===== config.mk =====
export PLATFORM = sky130hd
export DESIGN_NAME = tbt_time_base
export DESIGN_NICKNAME = d
export VERILOG_FILES = /design/src/logic/tbt_pkg.sv /design/src/logic/tbt_time_base.sv
export VERILOG_INCLUDE_DIRS = /design/src /design/src/logic
export SDC_FILE = /design/constraint.sdc
export NUM_CORES = 1
export LEC_CHECK = 0
export ABC_AREA = 1
export BUFFER_PORTS_ARGS = -buffer_cell sky130_fd_sc_hd__buf_4
export CAP_MARGIN = 20
export CORE_MARGIN = 2
export CORE_UTILIZATION = 62
export CTS_CLUSTER_SIZE = 16
export DETAILED_ROUTE_END_ITERATION = 8
export PLACE_DENSITY = 0.86
export SYNTH_ARGS = -nofsm -noshare
export SYNTH_HDL_FRONTEND = slang
export SYNTH_SLANG_ARGS = --single-unit

===== constraint.sdc =====
create_clock -name mclk -period 3 [get_ports mclk]
set_input_delay 0.3 -clock mclk [delete_from_list [all_inputs] [get_ports mclk]]
set_output_delay 0.3 -clock mclk [all_outputs]
set_load 0.01 [all_outputs]

===== src/logic/tbt_cfg.svh =====
`ifndef TBT_CFG_SVH
`define TBT_CFG_SVH
// Port numbers of the command and select ports
`define TBT_PORT_RATE 5'h19
`define TBT_PORT_TA_CMD 5'h1C
`define TBT_PORT_TB_CMD 5'h1D
// Reset values
`define TBT_RATE_RST 4'h0
`define TBT_CMD_RST 4'h0
// Command port fields
`define TBT_CMD_EN_BIT 3
// Pulse-rate taps on the time base (stage index of oscillator divide)
`define TBT_TAP_SEL0 5
`define TBT_TAP_SEL1 7
`define TBT_TAP_SEL2 11
`define TBT_TAP_SEL3 15
// Periodic interrupt taps for codes 0..7 of rate bits {3, 1:0}
`define TBT_BASE_TAP0 9
`define TBT_BASE_TAP1 10
`define TBT_BASE_TAP2 12
`define TBT_BASE_TAP3 13
`define TBT_BASE_TAP4 14
`define TBT_BASE_TAP5 15
`define TBT_BASE_TAP6 16
`define TBT_BASE_TAP7 17
// Time base length and instruction cycle length
`define TBT_BASE_STAGES 22
`define TBT_CYCLE_CLKS 4
`endif


===== src/logic/tbt_pkg.sv =====
package tbt_pkg;
	// Timer selector
	typedef enum logic {TBT_TMR_A, TBT_TMR_B} tbt_tmr_t;
	// Count nibble selector
	typedef enum logic [1:0] {TBT_NIB_LOW, TBT_NIB_MID, TBT_NIB_HIGH} tbt_nib_t;
	// Count access from the core
	typedef struct packed {
		logic wr;
		logic rd;
		tbt_tmr_t tmr;
		tbt_nib_t nib;
		logic [3:0] data;
	} tbt_cnt_req_t;
	// Port write from the core
	typedef struct packed {
		logic wr;
		logic [4:0] port;
		logic [3:0] data;
	} tbt_port_req_t;
	// Interrupt requests
	typedef struct packed {
		logic tmr_a;
		logic tmr_b;
		logic base;
	} tbt_irq_t;
	// Clock phases
	typedef struct packed {
		logic phase_one;
		logic phase_two;
		logic phase_three;
		logic phase_four;
		logic sys_clk;
	} tbt_phase_t;
endpackage : tbt_pkg


===== src/logic/tbt_time_base.sv =====
`timescale 1ns/100ps
`include "tbt_cfg.svh"
// Overview of operation
// - Twenty-two stage divider clocked from oscillator
// - Divider feeds periodic irq and timers
// - Rate select: eight rates, 00 off, 10 reserved
// - Instruction cycle lasts four oscillator periods
// - Four phases plus system clock generated
// - Clock generator stops while sleeping
// - Two independent timers, timer mode only
// - Counts preset and read as three nibbles
// - Separate command port per timer
// - Rate codes pick divide 2^5,7,11,15
// - Count up on selected pulse rising edge
// - Overflow raises request to interrupt controller
// - Sleep or hold entry clears time base
// - Timer A priority three, B four
module tbt_time_base
	import tbt_pkg::*;
#(
	parameter int CNT_W = 12
) (
	// Clock and reset
	input wire logic mclk,
	input wire logic rst,
	// Power state from the core
	input wire logic sleep_active,
	input wire logic hold_active,
	// Register side
	input wire tbt_port_req_t port_req,
	input wire tbt_cnt_req_t cnt_req,
	input wire logic [1:0] irq_ack,
	// Interrupt side
	output tbt_irq_t irq_req,
	// Read data and status
	output logic [3:0] cnt_rdata,
	output logic [3:0] rate_sel_out,
	output logic [`TBT_BASE_STAGES-1:0] base_out,
	output tbt_phase_t phases
);
	localparam int NB = `TBT_BASE_STAGES;

	// Pick a divider stage whose period is osc divided by two to the n
	function automatic logic tap(input logic [NB-1:0] b, input int n);
		tap = b[n-1];
	endfunction : tap

	// Map timer rate code to divider stage
	function automatic int rate_tap(input logic [1:0] c);
		unique case (c)
			2'h0: rate_tap = `TBT_TAP_SEL0;
			2'h1: rate_tap = `TBT_TAP_SEL1;
			2'h2: rate_tap = `TBT_TAP_SEL2;
			default: rate_tap = `TBT_TAP_SEL3;
		endcase
	endfunction : rate_tap

	// Map periodic rate select to divider stage; bit 2 is the enable
	function automatic int base_rate_tap(input logic [3:0] r);
		unique case ({r[3], r[1:0]})
			3'h0: base_rate_tap = `TBT_BASE_TAP0;
			3'h1: base_rate_tap = `TBT_BASE_TAP1;
			3'h2: base_rate_tap = `TBT_BASE_TAP2;
			3'h3: base_rate_tap = `TBT_BASE_TAP3;
			3'h4: base_rate_tap = `TBT_BASE_TAP4;
			3'h5: base_rate_tap = `TBT_BASE_TAP5;
			3'h6: base_rate_tap = `TBT_BASE_TAP6;
			default: base_rate_tap = `TBT_BASE_TAP7;
		endcase
	endfunction : base_rate_tap

	// State registers
	logic [NB-1:0] base_q, base_d; // Time base divider
	logic [1:0] ph_q, ph_d; // Phase counter within one cycle
	logic [3:0] rate_q, rate_d; // Periodic rate select
	logic [3:0] cmd_q [2]; // Command ports
	logic [3:0] cmd_d [2];
	logic [CNT_W-1:0] cnt_q [2]; // Timer counts
	logic [CNT_W-1:0] cnt_d [2];
	logic [1:0] pls_q, pls_d; // Previous timer pulse level
	logic [1:0] ovf_q, ovf_d; // Pending overflow requests
	logic base_prev_q, base_prev_d; // Previous periodic tap level
	logic base_irq_q, base_irq_d; // Periodic request pulse
	logic [3:0] rdat_q, rdat_d; // Read data
	tbt_phase_t ph_out_q, ph_out_d; // Phase outputs
	logic base_tap; // Selected periodic tap
	logic [1:0] pls_now; // Current timer pulse levels

	// Time base, phases and periodic interrupt
	always_comb begin
		base_d = base_q;
		ph_d = ph_q;
		// Divider runs on the oscillator clock
		if (sleep_active || hold_active) begin
			base_d = '0;
		end else begin
			base_d = base_q + NB'(1);
		end
		// Phase generator halts in sleep
		if (!sleep_active) begin
			ph_d = ph_q + 2'(1);
		end
		ph_out_d.phase_one = !sleep_active && (ph_d == 2'h0);
		ph_out_d.phase_two = !sleep_active && (ph_d == 2'h1);
		ph_out_d.phase_three = !sleep_active && (ph_d == 2'h2);
		ph_out_d.phase_four = !sleep_active && (ph_d == 2'h3);
		ph_out_d.sys_clk = !sleep_active && !ph_d[1];
		// Selected periodic tap
		base_tap = tap(base_q, base_rate_tap(rate_q));
		// Last level seen through the next rate, so a rate change makes no false edge
		base_prev_d = tap(base_q, base_rate_tap(rate_d));
		// Enabled only when bit 2 set; codes 00 and 10 give none
		base_irq_d = rate_q[2] && base_tap && !base_prev_q;
	end

	// Time base registers
	always_ff @(posedge mclk) begin
		if (rst) begin
			base_q <= '0;
			ph_q <= 2'h3;
			base_prev_q <= 1'b0;
			base_irq_q <= 1'b0;
			ph_out_q <= '0;
		end else begin
			base_q <= base_d;
			ph_q <= ph_d;
			base_prev_q <= base_prev_d;
			base_irq_q <= base_irq_d;
			ph_out_q <= ph_out_d;
		end
	end

	// Ports, timers and overflow requests
	always_comb begin
		rate_d = rate_q;
		rdat_d = rdat_q;
		// Periodic rate select port write
		if (port_req.wr && port_req.port == `TBT_PORT_RATE) begin
			rate_d = port_req.data;
		end
		for (int t = 0; t < 2; t++) begin
			cmd_d[t] = cmd_q[t];
			cnt_d[t] = cnt_q[t];
			ovf_d[t] = ovf_q[t];
			// Timer pulse from its selected tap
			pls_now[t] = tap(base_q, rate_tap(cmd_q[t][1:0]));
			// Separate command port per timer
			if (port_req.wr && port_req.port ==
				(t == 0 ? `TBT_PORT_TA_CMD : `TBT_PORT_TB_CMD)) begin
				cmd_d[t] = port_req.data;
			end
			// Last level seen through the next rate, so a rate change makes no false edge
			pls_d[t] = tap(base_q, rate_tap(cmd_d[t][1:0]));
			// Independent counting on rising pulse
			if (cmd_q[t][`TBT_CMD_EN_BIT] && pls_now[t] && !pls_q[t]) begin
				cnt_d[t] = cnt_q[t] + CNT_W'(1);
				if (&cnt_q[t]) begin
					ovf_d[t] = 1'b1;
				end
			end
			// Nibble preset write
			if (cnt_req.wr && int'(cnt_req.tmr) == t) begin
				unique case (cnt_req.nib)
					TBT_NIB_LOW: cnt_d[t][3:0] = cnt_req.data;
					TBT_NIB_MID: cnt_d[t][7:4] = cnt_req.data;
					default: cnt_d[t][11:8] = cnt_req.data;
				endcase
			end
			// Acknowledge clears; a new overflow wins
			if (irq_ack[t] && !(cmd_q[t][`TBT_CMD_EN_BIT] && pls_now[t] && !pls_q[t]
				&& (&cnt_q[t]))) begin
				ovf_d[t] = 1'b0;
			end
		end
		// Nibble read of current count
		if (cnt_req.rd) begin
			unique case (cnt_req.nib)
				TBT_NIB_LOW: rdat_d = cnt_q[cnt_req.tmr][3:0];
				TBT_NIB_MID: rdat_d = cnt_q[cnt_req.tmr][7:4];
				default: rdat_d = cnt_q[cnt_req.tmr][11:8];
			endcase
		end
	end

	// Port and timer registers
	always_ff @(posedge mclk) begin
		if (rst) begin
			rate_q <= `TBT_RATE_RST;
			rdat_q <= 4'h0;
			pls_q <= 2'h0;
			ovf_q <= 2'h0;
			for (int t = 0; t < 2; t++) begin
				cmd_q[t] <= `TBT_CMD_RST;
				cnt_q[t] <= '0;
			end
		end else begin
			rate_q <= rate_d;
			rdat_q <= rdat_d;
			pls_q <= pls_d;
			ovf_q <= ovf_d;
			for (int t = 0; t < 2; t++) begin
				cmd_q[t] <= cmd_d[t];
				cnt_q[t] <= cnt_d[t];
			end
		end
	end

	// Outputs straight from flops; A is priority three, B four
	assign irq_req.tmr_a = ovf_q[0];
	assign irq_req.tmr_b = ovf_q[1];
	assign irq_req.base = base_irq_q;
	assign cnt_rdata = rdat_q;
	assign rate_sel_out = rate_q;
	assign base_out = base_q;
	assign phases = ph_out_q;

	// Checks
	// Sleep or hold empties the divider
	a_sleep_clears: assert property (@(posedge mclk) disable iff (rst)
		(sleep_active || hold_active) |=> base_q == '0)
		else $error("time base not cleared");
	// Phase one is followed by phase two
	a_phase_step: assert property (@(posedge mclk) disable iff (rst)
		ph_out_q.phase_one && !sleep_active |=> ph_out_q.phase_two || sleep_active)
		else $error("phase did not advance");
	// One instruction cycle spans four clocks
	a_cycle_len: assert property (@(posedge mclk) disable iff (rst)
		ph_out_q.phase_one && !sleep_active ##1 (!sleep_active) [*3]
		|=> ph_out_q.phase_one)
		else $error("instruction cycle not four clocks");
	// Exactly one phase while running
	a_phase_onehot: assert property (@(posedge mclk) disable iff (rst)
		!sleep_active |=> $onehot({ph_out_q.phase_one, ph_out_q.phase_two,
		ph_out_q.phase_three, ph_out_q.phase_four}))
		else $error("phases not one-hot");
	// System clock high in the first half of the cycle
	a_sys_clk: assert property (@(posedge mclk) disable iff (rst)
		!sleep_active |=> ph_out_q.sys_clk == (ph_out_q.phase_one || ph_out_q.phase_two))
		else $error("system clock out of step");
	// Clock generator halts in sleep
	a_phase_hold: assert property (@(posedge mclk) disable iff (rst)
		sleep_active |=> !ph_out_q.phase_one && !ph_out_q.sys_clk)
		else $error("clock ran in sleep");
	// Rate select takes the written value
	a_rate_write: assert property (@(posedge mclk) disable iff (rst)
		port_req.wr && port_req.port == `TBT_PORT_RATE |=> rate_q == $past(port_req.data))
		else $error("rate select not written");
	// No periodic request while disabled or reserved
	a_base_off: assert property (@(posedge mclk) disable iff (rst)
		!rate_q[2] |=> !base_irq_q)
		else $error("periodic irq while disabled");
	// Periodic request lasts one cycle
	a_base_pulse: assert property (@(posedge mclk) disable iff (rst)
		base_irq_q |=> !base_irq_q)
		else $error("periodic irq too long");
	// Timer B command port takes its write
	a_cmd_write: assert property (@(posedge mclk) disable iff (rst)
		port_req.wr && port_req.port == `TBT_PORT_TB_CMD |=> cmd_q[1] == $past(port_req.data))
		else $error("command not written");
	// Timer B port leaves timer A alone
	a_cmd_apart: assert property (@(posedge mclk) disable iff (rst)
		port_req.wr && port_req.port == `TBT_PORT_TB_CMD |=> cmd_q[0] == $past(cmd_q[0]))
		else $error("command ports not separate");
	// Disabled timer A holds its count
	a_hold_count: assert property (@(posedge mclk) disable iff (rst)
		!cmd_q[0][3] && !cnt_req.wr |=> cnt_q[0] == $past(cnt_q[0]))
		else $error("disabled timer moved");
	// Disabled timer B holds its count
	a_hold_count_b: assert property (@(posedge mclk) disable iff (rst)
		!cmd_q[1][3] && !cnt_req.wr |=> cnt_q[1] == $past(cnt_q[1]))
		else $error("disabled timer moved");
	// Timer B steps on a rising pulse
	a_count_step: assert property (@(posedge mclk) disable iff (rst)
		cmd_q[1][3] && pls_now[1] && !pls_q[1] && !cnt_req.wr
		|=> cnt_q[1] == $past(cnt_q[1]) + CNT_W'(1))
		else $error("count did not step");
	// Timer A steps on a rising pulse
	a_count_step_a: assert property (@(posedge mclk) disable iff (rst)
		cmd_q[0][3] && pls_now[0] && !pls_q[0] && !cnt_req.wr
		|=> cnt_q[0] == $past(cnt_q[0]) + CNT_W'(1))
		else $error("count did not step");
	// Timer A overflow raises its request
	a_ovf_set: assert property (@(posedge mclk) disable iff (rst)
		cmd_q[0][3] && pls_now[0] && !pls_q[0] && (&cnt_q[0]) |=> ovf_q[0])
		else $error("overflow not raised");
	// Timer B overflow raises its request
	a_ovf_set_b: assert property (@(posedge mclk) disable iff (rst)
		cmd_q[1][3] && pls_now[1] && !pls_q[1] && (&cnt_q[1]) |=> ovf_q[1])
		else $error("overflow not raised");
	// Full count wraps to zero
	a_wrap_zero: assert property (@(posedge mclk) disable iff (rst)
		cmd_q[0][3] && pls_now[0] && !pls_q[0] && (&cnt_q[0]) && !cnt_req.wr
		|=> cnt_q[0] == '0)
		else $error("count did not wrap");
	// Timer B request stays until acknowledged
	a_ovf_held: assert property (@(posedge mclk) disable iff (rst)
		ovf_q[1] && !irq_ack[1] |=> ovf_q[1])
		else $error("request dropped early");
	// Timer A request stays until acknowledged
	a_ovf_held_a: assert property (@(posedge mclk) disable iff (rst)
		ovf_q[0] && !irq_ack[0] |=> ovf_q[0])
		else $error("request dropped early");
	// Acknowledge clears timer A request without a new overflow
	a_ack_clears: assert property (@(posedge mclk) disable iff (rst)
		irq_ack[0] && !(cmd_q[0][3] && pls_now[0] && !pls_q[0] && (&cnt_q[0]))
		|=> !ovf_q[0])
		else $error("request not cleared");
	// Low nibble read returns the count of that cycle
	a_read_low: assert property (@(posedge mclk) disable iff (rst)
		cnt_req.rd && cnt_req.tmr == TBT_TMR_A && cnt_req.nib == TBT_NIB_LOW
		|=> cnt_rdata == 4'($past(cnt_q[0])))
		else $error("read data wrong");
endmodule : tbt_time_base


Word level (Yosys, flattened, before mapping)
Memory sizes are Yosys's and may differ from the RTL's.
Cells that the tools add are included.
{"block": "word_totals", "elab_cells": 155, "ff_bits": 43, "ram_bits": 32, "out_inout_bits": 38, "mem_count": 2}
{"block": "op_classes", "mux": 46, "bitwise_logic": 5, "reduce_logical": 44, "n_eq_ne": 27, "order_cmp": 6, "add_sub_neg": 10}
{"memory": "cnt_q", "words": 2, "width": 12, "read_ports": 3, "rd_clocked_by_memory_dff": 0, "wr": 2, "line": "tbt_time_base.sv:78", "rtl": "logic [CNT_W-1:0] cnt_q [2];"}
{"memory": "cmd_q", "words": 2, "width": 4, "read_ports": 2, "rd_clocked_by_memory_dff": 0, "wr": 2, "line": "tbt_time_base.sv:76", "rtl": "logic [3:0] cmd_q [2];"}
{"cell": "$lt A32 B7 Y1 const B", "count": 6}
{"cell": "$sub A32 B2 Y32 const B", "count": 6}
{"cell": "$mux W12", "count": 6}
{"cell": "$pmux W5 S7", "count": 2}
{"cell": "$pmux W4 S3", "count": 4}
{"cell": "$mux W4", "count": 11}
{"cell": "$bmux W1 S5", "count": 6}
{"cell": "$reduce_and A13 Y1", "count": 2}
{"cell": "$add A12 B1 Y12 const B", "count": 2}
{"cell": "$reduce_and A12 Y1", "count": 2}
{"cell": "$add A22 B1 Y22 const B", "count": 1}
{"cell": "$logic_and A1 B1 Y1", "count": 20}
{"cell": "$eq A3 B3 Y1 const B", "count": 6}
{"cell": "$eq A5 B5 Y1 const B", "count": 3}
{"cell": "$mux W1", "count": 15}
{"cell": "$eq A2 B1 Y1 const B", "count": 6}
{"cell": "$eq A2 B2 Y1 const B", "count": 6}
{"cell": "$eq A3 B2 Y1 const B", "count": 4}
{"cell": "$logic_not A2 Y1", "count": 6}
{"cell": "$pmux W4 S2", "count": 1}
{"cell": "$reduce_or A2 Y1", "count": 4}
{"cell": "$logic_not A1 Y1", "count": 7}
{"cell": "$eq A3 B1 Y1 const B", "count": 2}
{"cell": "$logic_not A3 Y1", "count": 2}
{"cell": "5 further kinds", "count": 8}

Logic depth before layout (Yosys ltp)
Gate-level depths: netlist (run 1).
An unclocked memory read counts as a cell.
{"block": "depth", "ltp_word": 13, "mapped_depth": 19, "mapped_depth_nobuf": 18}

Worst setup path before layout (run 1)
No wires, ideal clock.
{"block": "synth_path", "kind": "input-to-reg", "startpoint": "input port_req[9] (netlist bit)", "endpoint": "register base_prev_q", "path_buffers": 1, "arrival_time_ns": 1.910, "path_slack_ns": 0.978, "required_time_ns": 2.889, "setup_ns": 0.111, "stages": 17, "cell_sequence": "nand2_1 > inv_1 > nand3_4 > nand2_1 > nand2_1 > nand2_1 > nand3_4 > nand2_4 > buf_6 > ha_1 > inv_1 > nand3_1 > nand3_1 > nand3_1 > nand2_1 > nor2_1 > nor2_1"}
{"block": "synth_between", "elab_chain_len": 8, "word_cells_on_any_way": 14, "classes_between": "1 x add/sub; 6 x eq/ne; 5 x mux; 2 x reduce/logical"}
{"item": "start, declared", "line": "tbt_time_base.sv:30", "rtl": "input wire tbt_port_req_t port_req,"}
{"item": "$logic_and A1 B1 Y1 (no source line) (*)"}
{"item": "$mux W4 (*)", "line": "tbt_time_base.sv:138", "rtl": "if (port_req.wr && port_req.port == `TBT_PORT_RATE) begin"}
{"item": "$eq A3 B3 Y1 (tied with other cells)", "line": "tbt_time_base.sv:60", "rtl": "unique case ({r[3], r[1:0]})"}
{"item": "$pmux W5 S7 (*)", "line": "tbt_time_base.sv:60"}
{"item": "$sub A32 B2 Y32 (*)", "line": "tbt_time_base.sv:45", "rtl": "tap = b[n-1];"}
{"item": "$bmux W1 S5 (*)", "line": "tbt_time_base.sv:45"}
{"item": "$mux W1 (implied by the code) (*) (2 in a row)", "line": "tbt_time_base.sv:45"}
{"item": "end signal, assigned", "line": "tbt_time_base.sv:127", "rtl": "base_prev_q <= base_prev_d;"}
{"item": "end, declared", "line": "tbt_time_base.sv:82", "rtl": "logic base_prev_q, base_prev_d;"}
Mark *: on every way between the ends. The rest lies on a longest branch, timed or not. The select of a mux whose other input is x is not followed.
A chain may end at the register's enable or synchronous reset.

Worst setup path after layout (run 1)
{"block": "layout_path", "startpoint": "register rate_q[0], in the netlist rate_sel_out[0]", "endpoint": "register base_prev_q"}
{"block": "layout_between", "elab_chain_len": 7, "word_cells_on_any_way": 13, "classes_between": "1 x add/sub; 6 x eq/ne; 5 x mux; 1 x reduce/logical"}
{"item": "start, declared", "line": "tbt_time_base.sv:75", "rtl": "logic [3:0] rate_q, rate_d;"}
{"item": "start signal, assigned", "line": "tbt_time_base.sv:188", "rtl": "rate_q <= `TBT_RATE_RST;"}
{"item": "start signal, assigned", "line": "tbt_time_base.sv:197", "rtl": "rate_q <= rate_d;"}
{"item": "$mux W4 (*)", "line": "tbt_time_base.sv:138"}
{"item": "$eq A3 B3 Y1 (tied with other cells)", "line": "tbt_time_base.sv:60"}
{"item": "$pmux W5 S7 (*)", "line": "tbt_time_base.sv:60"}
{"item": "$sub A32 B2 Y32 (*)", "line": "tbt_time_base.sv:45"}
{"item": "$bmux W1 S5 (*)", "line": "tbt_time_base.sv:45"}
{"item": "$mux W1 (implied by the code) (*) (2 in a row)", "line": "tbt_time_base.sv:45"}
Marks and branches as above.

==> results.tsv, run 1 <==
metric	value	unit
hold path startpoint	irq_ack[1]	
Worst Path Required	3.25	ns
Synthesized Nets	640	
number of synthesis warnings	0	
Netlist Area Pre-Place	4320	µm²
TritonCTS clock tree	done	
hold depth	2	
Peak VDD IR	251	µV
Total Neg Setup Slack	0	ns
Clock Latency Late Sink	0.35	ns
Mapped Cells	609	
final wirelength	11.1	mm
top post-synthesis cells by area	dfxtp_1 34%, nand2_1 9.0%, inv_1 8.8%	
top sig layer	met4	
share of cells above drive strength 1	19.0	%
number of buffers created by CTS	9	
clk buf depth	2	
post-layout min period	2.27	ns
Yosys cell types	49	
Worst Hold End	ovf_q[1]$_SDFFE_PP0P_	
detailed placement HPWL	8.24	mm
FF-to-FF Start	rate_sel_out[0]$_SDFF_PP0_	
Met1 Routed Length	4.25	mm
# setup viols final	0	
initial antenna violation count	0	
filler instances	534	
sequential share of the synthesized area	33.8	%
# port buffers	62	
Setup Buffers After CTS	0	
Starting Density	63.9	%
Overflow after GRT	0	
largest net degree at the start of global routing	28	
most common cell in the synthesized netlist	nand2_1	
DR iter-0 viols	245	
die width	87.5	µm
r2r setup slk	0.73	ns
CP endpoint kind	register	
most frequently used flop master after synthesis	dfxtp_1	
Area Overhead vs Synth	16.2	%
CP max stage delay	0.43	ns
Power Density	409	nW/µm²
Slew headroom	53.1	%
Vias/cell	5.68	
Tot GR Track Use	29.9	%
asr flop ratio synth	0	%
first-pass GRT wire length	18.0	mm
commonest cells in the netlist	103 x nand2_1, 101 x inv_1, 73 x dfxtp_1	
Avg WL per Cell	14.7	µm
Final period util	75.6	%
met3 WL	714	µm
CTS Hold Bufs	0	
Antenna Violating Nets Remaining	0	
Final #Nets	700	
H-tree level count	3	
Synth top area share	33.8	%
RSZ-0062 raised after global routing	false	
crit-path cells	inv_1, nand2_2, nand2_2, nand2_2, nand3_4, nand2_4, ha_1, inv_1, nand2_1, nand2_1, inv_1, nand2_1, a21oi_1, nor2_1, nor2_1, nor2_1	
wire length on met2	5.68	mm
worst-case clock skew	0.00850	ns
RePlAce Congestion	0.999	
crit start category	register	
worst-margin pin slew	0.703	ns
Die Y	87.5	µm
FF+latch count, synth	73	
cells on worst reg2reg path	16	
Mapped Avg Cell Area	7.09	µm²
final hold violation count	0	
Final Cell Area	5020	µm²
row count	30	
vias in the first global route	4029	
clock sinks	73	
root buffer cell	clkbuf_8	
critical path class	reg2reg	
worst r2r dst	base_prev_q$_SDFF_PP0_	
status	completed	
cell taking the most area after synthesis	dfxtp_1	
Hold WC Path Type	in2reg	
slowest CP cell	dfxtp_1	
Residual DRC	0	
total of max-cap violations	0	
Placement Cell Area	4810	µm²
DR vias	4282	
Die Area	7650	µm²
Antenna Cells	0	
max frequency	441	MHz
1st-pass router iterations	6	
Arr. time, crit path	2.52	ns
Slew Viols, Final	0	
post_cts resized	0	
CTS clock-pin slew for the worst setup and hold paths	0.08	ns
Core Area	6760	µm²
Post-synth EDFFs	0	
CP max FO	13	
leakage	2.42	nW
IO Pins	63	
==> through the flow <==
stage | setup WS, ns | utilization [%] | power (mW) | instances | hold slack [ns]
finish | 0.733 | 74.3 | 2.05 | 754 | 0.107
global placement | 0.769 | 71.3 | 1.25 | 738 | 0.436
CTS | 0.812 | 74.3 | 2.04 | 754 | 0.104
global route | 0.568 | 74.3 | 2.12 | 754 | 0.0943
detailed placement | 0.616 | 71.3 | 1.26 | 738 | 0.443
floorplan | 0.978 | - | 1.18 | 609 | 0.379
==> final cells by class <==
class                      count  area (µm²)  area share, %
clock buffer                  10         138           2.74
clock inverter                 6        67.6           1.35
inverter                     109         410           8.18
multi-input combinational    413        2370           47.2
sequential                    73        1460           29.1
tap                           80         100           1.99
timing repair buffer          63         473           9.42
==> layer usage <==
metal	global-route usage (%)	vias up
met3	5.69	41
met2	53.9	198
met1	32.9	1930
met4	15.8	0
li1	-	2113
met5	0	-
==> cell families after synthesis <==
group                    count (synthesis)  share of synthesized area, %
buffers and inverters                  123                          11.3
AND/OR/NAND/NOR                        261                          31.9
flip-flops                              73                          33.8
XOR/XNOR                                24                          4.87
multiplexers                             1                         0.232
AO/OA/AOI/OAI                          121                          16.2
adder cells (fa/ha/maj)                  6                          1.74
==> registers in the layout, indices dropped and copies added, names as in the netlist, 2 cells and up <==
signal	flops
base_out	22
cnt_q	24
ph_q	2
ovf_q	2
rate_sel_out	4
cnt_rdata	4
cmd_q	6
phases	5
pls_q	2
==> worst max path at each step <==
stage | depth (start not counted) | endpoint | slack (ns) | start
after floorplan | 17 | base_prev_q$_SDFF_PP0_ | 0.98 | port_req[9]
after global placement | 17 | base_prev_q$_SDFF_PP0_ | 0.77 | port_req[9]
after detailed placement | 18 | base_prev_q$_SDFF_PP0_ | 0.62 | port_req[9]
after CTS | 16 | base_prev_q$_SDFF_PP0_ | 0.81 | rate_sel_out[0]$_SDFF_PP0_
after global routing | 16 | base_prev_q$_SDFF_PP0_ | 0.57 | rate_sel_out[0]$_SDFF_PP0_
final | 16 | base_prev_q$_SDFF_PP0_ | 0.73 | rate_sel_out[0]$_SDFF_PP0_
==> worst max-delay path: cells and delay by family, from the launching register on <==
family	cells	cell delay, ns
buffers and inverters	3	0.29
DFF	1	0.43
AOI/OAI and AO/OA	1	0.17
and+or+nand+nor	11	1.08
adders and majority gates	1	0.21
==> cells in the final DEF, fill, tap and decap left out, types with 13 or more instances in the layout <==
| cell | synthesis | routed |
|---|---|---|
| buf_4 | 2 | 63 |
| a21oi_1 | 47 | 47 |
| nand3_1 | 37 | 37 |
| dfxtp_1 | 73 | 73 |
| xor2_1 | 20 | 20 |
| nand2_1 | 103 | 103 |
| o21ai_0 | 38 | 38 |
| inv_1 | 101 | 101 |
| nor2_1 | 62 | 62 |
| o211ai_1 | 13 | 13 |
==> where the power goes <==
part           switching (mW)  internal [mW]
combinational           0.139         0.0859
clock                   0.402          0.408
sequential             0.0231          0.994
total                   0.564           1.49
Note: power is estimated with default switching activity, not from simulation.
==> run 2, diff against run 1 <==
--- a/config.mk
+++ b/config.mk
@@ -6,14 +6,14 @@
 export SDC_FILE = /design/constraint.sdc
 export NUM_CORES = 1
 export LEC_CHECK = 0
-export ABC_AREA = 1
+export ABC_AREA = 0
 export BUFFER_PORTS_ARGS = -buffer_cell sky130_fd_sc_hd__buf_4
 export CAP_MARGIN = 20
 export CORE_MARGIN = 2
-export CORE_UTILIZATION = 62
+export CORE_UTILIZATION = 52
 export CTS_CLUSTER_SIZE = 16
 export DETAILED_ROUTE_END_ITERATION = 8
-export PLACE_DENSITY = 0.86
+export PLACE_DENSITY = 0.77
 export SYNTH_ARGS = -nofsm -noshare
 export SYNTH_HDL_FRONTEND = slang
 export SYNTH_SLANG_ARGS = --single-unit
==> constraint.sdc (replaced) <==
create_clock -name mclk -period 1.8 [get_ports mclk]
set_input_delay 0.18 -clock mclk [delete_from_list [all_inputs] [get_ports mclk]]
set_output_delay 0.18 -clock mclk [all_outputs]
set_load 0.01 [all_outputs]
==> run 2 against run 1 <==
Compared with the run above:
- the run now ends with negative setup slack left
- worst hold slack got worse by 0.065 ns
- critical path depth decreased by 5
- register-to-register slack got worse by 1.5 ns
- clock skew increased by 0.0025 ns
- fmax decreased by 10%
- global-route usage decreased by 4.1 points
- count of clock-buffer cells in the layout increased by 1
- critical path type unchanged
- critical endpoint unchanged
- largest power group unchanged
==> results.tsv, run 2 <==
metric	value	unit	change
GRT Max-Usage Layer	met2		
Final period util	140	%	+65 points
Avg WL per Cell	16.0	µm	+9.2%
Synthesized Nets	515		-20%
tightest hold margin	0.0416	ns	-0.0652 ns
RSZ-0062 raised after global routing	true		
Slew Viols, Final	0		unchanged
Hold WC Path Type	in2reg		
Area Overhead vs Synth	31.7	%	
max frequency	396	MHz	-10%
Power Density	623	nW/µm²	+52%
asr flop ratio synth	0	%	unchanged
sequential share of the synthesized area	35.9	%	+2.0 points
Arr. time, crit path	2.76	ns	+0.24 ns
most common cell after layout, fill and taps aside	buf_4		
worst-case clock skew	0.0110	ns	+0.00248 ns
Netlist Area Pre-Place	4080	µm²	-5.6%
detailed placement HPWL	7.61	mm	-7.7%
RePlAce Congestion	0.920		-7.8%
post-layout util	70.2	%	-4.1 points
number of buffers created by CTS	9		unchanged
Post-synth EDFFs	0		unchanged
Antenna Violating Nets Remaining	0		unchanged
commonest cells in the netlist	73 x dfxtp_1, 69 x nor2_1, 40 x nand2_1		
# setup viols final	1		+1
GR met1 Demand/Resource	35.6	%	+2.7 points
H-tree level count	3		unchanged
most common cell in the synthesized netlist	dfxtp_1		
cell taking the most area after synthesis	dfxtp_1		
DR vias	4047		-5.5%
total of max-cap violations	0		unchanged
Core Area	7650	µm²	+13%
failing checks	negative setup slack		
post-layout min period	2.53	ns	+0.259 ns
clock sinks	73		unchanged
first-pass GRT wire length	17.6	mm	-2.4%
most frequent cells in the layout	127 x buf_4, 69 x nor2_1, 62 x dfxtp_1		
1st-pass router iterations	5		-1
TritonCTS clock tree	done		
Starting Density	53.3	%	-11 points
Layout Cells excl Fill	704		-6.6%
Mapped Avg Cell Area	8.42	µm²	+19%
Overflow after GRT	0		unchanged
root buffer cell	clkbuf_8		
Slew headroom	73.1	%	+20 points
status	complete, but fails checks		
routing usage on met2	40.0	%	-14 points
Antenna Cells	0		unchanged
max reg flops	24		unchanged
Vias/cell	5.75		+1.2%
Final WS setup	-0.726	ns	-1.46 ns
Mapped Cells	484		-21%
Clock Latency Late Sink	0.35	ns	about the same
share of cells above drive strength 1	31.9	%	+13 points
FF+latch count, synth	73		unchanged
met3 GRT Util	4.39	%	-1.3 points
CTS Hold Bufs	0		unchanged
number of synthesis warnings	0		unchanged
Tot GR Track Use	25.8	%	-4.1 points
hold depth	2		unchanged
Die Area	8560	µm²	+12%
DP Cell Count	675		-8.5%
Total Neg Setup Slack	-0.726	ns	-0.726 ns
Peak VDD IR	365	µV	+45%
CP max FO	7		-6
worst-margin pin slew	0.392	ns	-0.311 ns
Synth top area share	35.9	%	+2.0 points
most frequently used flop master after synthesis	dfxtp_1		
final wirelength	11.3	mm	+1.9%
largest net degree at the start of global routing	30		+7.1%
Reg with most FFs	cnt_q		
Residual DRC	0		unchanged
critical path class	reg2reg		
Die Y	92.5	µm	+5.8%
initial antenna violation count	0		unchanged
CTS clock-pin slew for the worst setup and hold paths	0.08	ns	about the same
final hold violation count	0		unchanged
leakage	2.19	nW	-9.3%
cells on worst reg2reg path	11		-5
crit start category	register		
# port buffers	62		unchanged
DR iter-0 viols	352		+44%
IO Pins	63		unchanged
Final #Nets	628		-10%
vias in the first global route	3630		-9.9%
Worst Path Required	2.03	ns	-1.22 ns
row count	32		+6.7%
CP endpoint kind	register		
Yosys cell types	55		+12%
top post-synthesis cells by area	dfxtp_1 36%, nor2_1 6.4%, mux2i_1 6.1%		
clk buf depth	2		unchanged
die width	92.5	µm	+5.8%
-- run 2: path summary, 6_finish.rpt --
kind	from	to	slack (ns)
max	rate_sel_out[1]$_SDFF_PP0_	base_prev_q$_SDFF_PP0_	-0.73
min	sleep_active	phases[3]$_SDFF_PP0_	0.04
max reg2reg	rate_sel_out[1]$_SDFF_PP0_	base_prev_q$_SDFF_PP0_	-0.73
min reg2reg	base_out[0]$_SDFF_PP0_	base_out[0]$_SDFF_PP0_	0.43
-- run 2: area by class of cell --
| type | count | area (µm²) |
|---|---|---|
| inverter | 9 | 33.8 |
| clock inverter | 5 | 53.8 |
| fill | 581 | 2280 |
| clock buffer | 11 | 141 |
| sequential | 73 | 1480 |
| tap | 102 | 128 |
| timing repair buffer | 130 | 987 |
| multi-input combinational | 374 | 2550 |
-- run 2: logic make-up (layout without fill, tap and decap cells) --
group,count (synthesis),after routing,share of synthesized area (%)
and+or+nand+nor,214,214,27.2
AOI/OAI and AO/OA,90,90,15.3
DFF,73,73,35.9
buffers and inverters,37,155,4.33
xor gates and xnor gates,33,33,7.09
muxes,31,31,8.35
adders and majority gates,6,6,1.84
-- run 2: layer usage --
layer,share of wire [%],vias to the layer above
li1,-,1961
met1,46,1909
met2,45,142
met3,5.5,35
met4,3.0,0
met5,0,-
-- run 2: what timing repair did --
action | 4_1_cts | 5_1_grt
gates resized for setup | 4 | 27
buffers inserted | 10 | 3
endpoints found under the hold margin | 0 | 0
setup endpoints to repair | 2 | 17
pin swaps | 8 | 12
-- run 2: report_power, final --
| group | total [mW] | internal [mW] | switching (mW) |
|---|---|---|---|
| registers | 1.69 | 1.65 | 0.0359 |
| clock network | 1.31 | 0.677 | 0.637 |
| logic | 0.344 | 0.162 | 0.182 |
| total | 3.35 | 2.49 | 0.855 |
-- run 2: worst max-delay path: stages, from the launching register on --
cell	delay (ns)
dfxtp_2	0.32
or3_1	0.36
o211ai_1	0.13
and2_4	0.20
inv_2	0.04
ha_4	0.32
buf_6	0.12
mux2i_1	0.20
nand3_1	0.11
o2111a_2	0.19
nor4_4	0.31
o32ai_1	0.11
-- run 2: per-stage QoR --
| stage | setup slack, ns | total power [mW] | cell area, µm² |
|---|---|---|---|
| after detailed placement | -0.755 | 2.04 | 4960 |
| final | -0.726 | 3.35 | 5370 |
| after global placement | -0.694 | 2.03 | 4960 |
| after floorplan | -0.794 | 1.90 | 4110 |
| after CTS | -0.693 | 3.34 | 5240 |
| after global routing | -0.820 | 3.47 | 5370 |
==> run 3, diff against run 2 <==
--- a/config.mk
+++ b/config.mk
@@ -14,6 +14,7 @@
 export CTS_CLUSTER_SIZE = 16
 export DETAILED_ROUTE_END_ITERATION = 8
 export PLACE_DENSITY = 0.77
+export SKIP_LAST_GASP = 1
 export SYNTH_ARGS = -nofsm -noshare
 export SYNTH_HDL_FRONTEND = slang
 export SYNTH_SLANG_ARGS = --single-unit
==> run 3 against run 2 <==
Compared with the run above:
- the run still ends with negative setup slack left
- highest routed layer unchanged
- total power about the same
- critical path type unchanged
- worst setup slack got worse by 0.037 ns
- flip-flop and latch count unchanged
- first-iteration DRC count decreased by 13%
- cell area decreased by 0.23%
- sequential power about the same
- via count increased by 0.15%
- largest power group unchanged
- clock skew increased by 0.0034 ns
- global-route usage unchanged
==> results.tsv, run 3 (synthesized netlist as in run 2, its figures left out) <==
metric	value	unit	change
Peak VDD IR	365	µV	+0.16%
Worst Path Required	2.03	ns	about the same
row count	32		unchanged
Slew Viols, Final	0		unchanged
root buffer cell	clkbuf_8		
leakage	2.19	nW	-0.16%
DR iter-0 viols	305		-13%
post-layout min period	2.56	ns	+0.0375 ns
Vias/cell	5.76		+0.15%
DP Cell Count	675		unchanged
Die Y	92.5	µm	unchanged
Avg WL per Cell	16.1	µm	+0.75%
critical path class	reg2reg		
top sig layer	met4		
crit-path cells	or3_1, o211ai_1, and2_4, inv_2, ha_4, buf_4, mux2i_1, nand3_1, o2111a_1, nor4_4, o32ai_1		
RePlAce Congestion	0.920		unchanged
Layout Cells excl Fill	704		unchanged
IO Pins	63		unchanged
Overflow after GRT	0		unchanged
Antenna Cells	0		unchanged
slowest CP cell	or3_1		
share of cells above drive strength 1	31.4	%	-0.50 points
Final WS setup	-0.763	ns	-0.0375 ns
max reg flops	24		unchanged
TritonCTS clock tree	done		
Core Area	7650	µm²	unchanged
status	complete, but fails checks		
# setup viols final	1		unchanged
most frequent cells in the layout	129 x buf_4, 69 x nor2_1, 62 x dfxtp_1		
largest net degree at the start of global routing	30		unchanged
Tot GR Track Use	25.8	%	unchanged
# port buffers	62		unchanged
first-pass GRT wire length	17.6	mm	unchanged
crit start category	register		
DR vias	4053		+0.15%
detailed placement HPWL	7.61	mm	unchanged
RSZ-0062 raised after global routing	true		
die width	92.5	µm	unchanged
Crit path buffers/inverters	2		unchanged
Area Overhead vs Synth	31.4	%	
Starting Density	53.3	%	unchanged
wire length on met2	5.12	mm	+0.18%
Met1 Routed Length	5.17	mm	-0.83%
post-placement worst setup slack	-0.755	ns	unchanged
Die Area	8560	µm²	unchanged
final hold violation count	0		unchanged
Arr. time, crit path	2.79	ns	+0.03 ns
worst-case clock skew	0.0144	ns	+0.00345 ns
Hold WC Path Type	in2reg		
final wirelength	11.4	mm	+0.75%
filler instances	577		-0.69%
CTS Hold Bufs	0		unchanged
Slew headroom	72.4	%	-0.77 points
clock sinks	73		unchanged
Reg with most FFs	cnt_q		
clk buf depth	2		unchanged
CP endpoint kind	register		
Antenna Violating Nets Remaining	0		unchanged
CTS clock-pin slew for the worst setup and hold paths	0.08	ns	about the same
Final period util	142	%	+2.1 points
Power Density	625	nW/µm²	+0.30%
vias in the first global route	3630		unchanged
initial antenna violation count	0		unchanged
CP max FO	7		unchanged
1st-pass router iterations	5		unchanged
Final #Nets	628		unchanged
Worst path top cell family by delay	simple AND/OR/NAND/NOR gates		
most common cell after layout, fill and taps aside	buf_4		
met3 WL	760	µm	+22%
Residual DRC	0		unchanged
CP max stage delay	0.36	ns	about the same
failing checks	negative setup slack		
max frequency	390	MHz	-1.5%
total of max-cap violations	0		unchanged
Clock Latency Late Sink	0.35	ns	about the same
worst-margin pin slew	0.403	ns	+0.0112 ns
H-tree level count	3		unchanged
number of buffers created by CTS	9		unchanged
-- run 3: layout make-up --
| type | count | area (µm²) | area share, % |
|---|---|---|---|
| clock inverters | 5 | 53.8 | 1.00 |
| multi-input cells | 374 | 2550 | 47.5 |
| well taps | 102 | 128 | 2.38 |
| repair buffers | 130 | 980 | 18.3 |
| flip-flops and latches | 73 | 1480 | 27.5 |
| inverters | 9 | 33.8 | 0.631 |
| clock buffers | 11 | 141 | 2.64 |
-- run 3: routing by layer --
| layer | track usage, % | vias up |
|---|---|---|
| met3 | 4.39 | 32 |
| met1 | 35.6 | 1899 |
| met2 | 40.0 | 170 |
| li1 | - | 1952 |
| met5 | 0 | - |
| met4 | 10.4 | 0 |
-- run 3: final timing paths --
kind                                          endpoint  cells past startpoint  slack, ns                        from
worst max register to register  base_prev_q$_SDFF_PP0_                     11      -0.76  rate_sel_out[1]$_SDFF_PP0_
worst min register to register  base_out[0]$_SDFF_PP0_                      1       0.43      base_out[0]$_SDFF_PP0_
worst min-delay path              phases[3]$_SDFF_PP0_                      2       0.04                sleep_active
worst max-delay path            base_prev_q$_SDFF_PP0_                     11      -0.76  rate_sel_out[1]$_SDFF_PP0_
-- run 3: stage by stage --
step                      total power [mW]  TNS (ns)  hold slack (ns)  util, %  area [µm²]
after floorplan                       1.90    -0.794            0.257        -        4110
after global placement                2.03     -1.09            0.393     64.8        4960
after detailed placement              2.04     -1.21            0.399     64.8        4960
after CTS                             3.34    -0.693           0.0320     68.6        5240
after global routing                  3.47    -0.911           0.0410     70.1        5360
final                                 3.35    -0.763           0.0435     70.1        5360
-- run 3: worst register-to-register path, delay by kind of cell (launching register included) --
kind                       cells  cell delay (ns)
muxes                          1             0.20
and+or+nand+nor                4             1.00
AOI/OAI and AO/OA              3             0.44
adders and majority gates      1             0.31
buffers and inverters          2             0.18
DFF                            1             0.32
-- run 3: what timing repair did --
action,CTS,global route
pin swaps,8,10
setup endpoints to repair,2,17
resized for setup,4,22
setup buffers,10,3
-- run 3: where the power goes --
group / leakage, nW / switching [mW] / internal, mW
clock network: 0.103 / 0.640 / 0.677
logic: 1.49 / 0.182 / 0.161
registers: 0.598 / 0.0360 / 1.65
total: 2.19 / 0.858 / 2.49
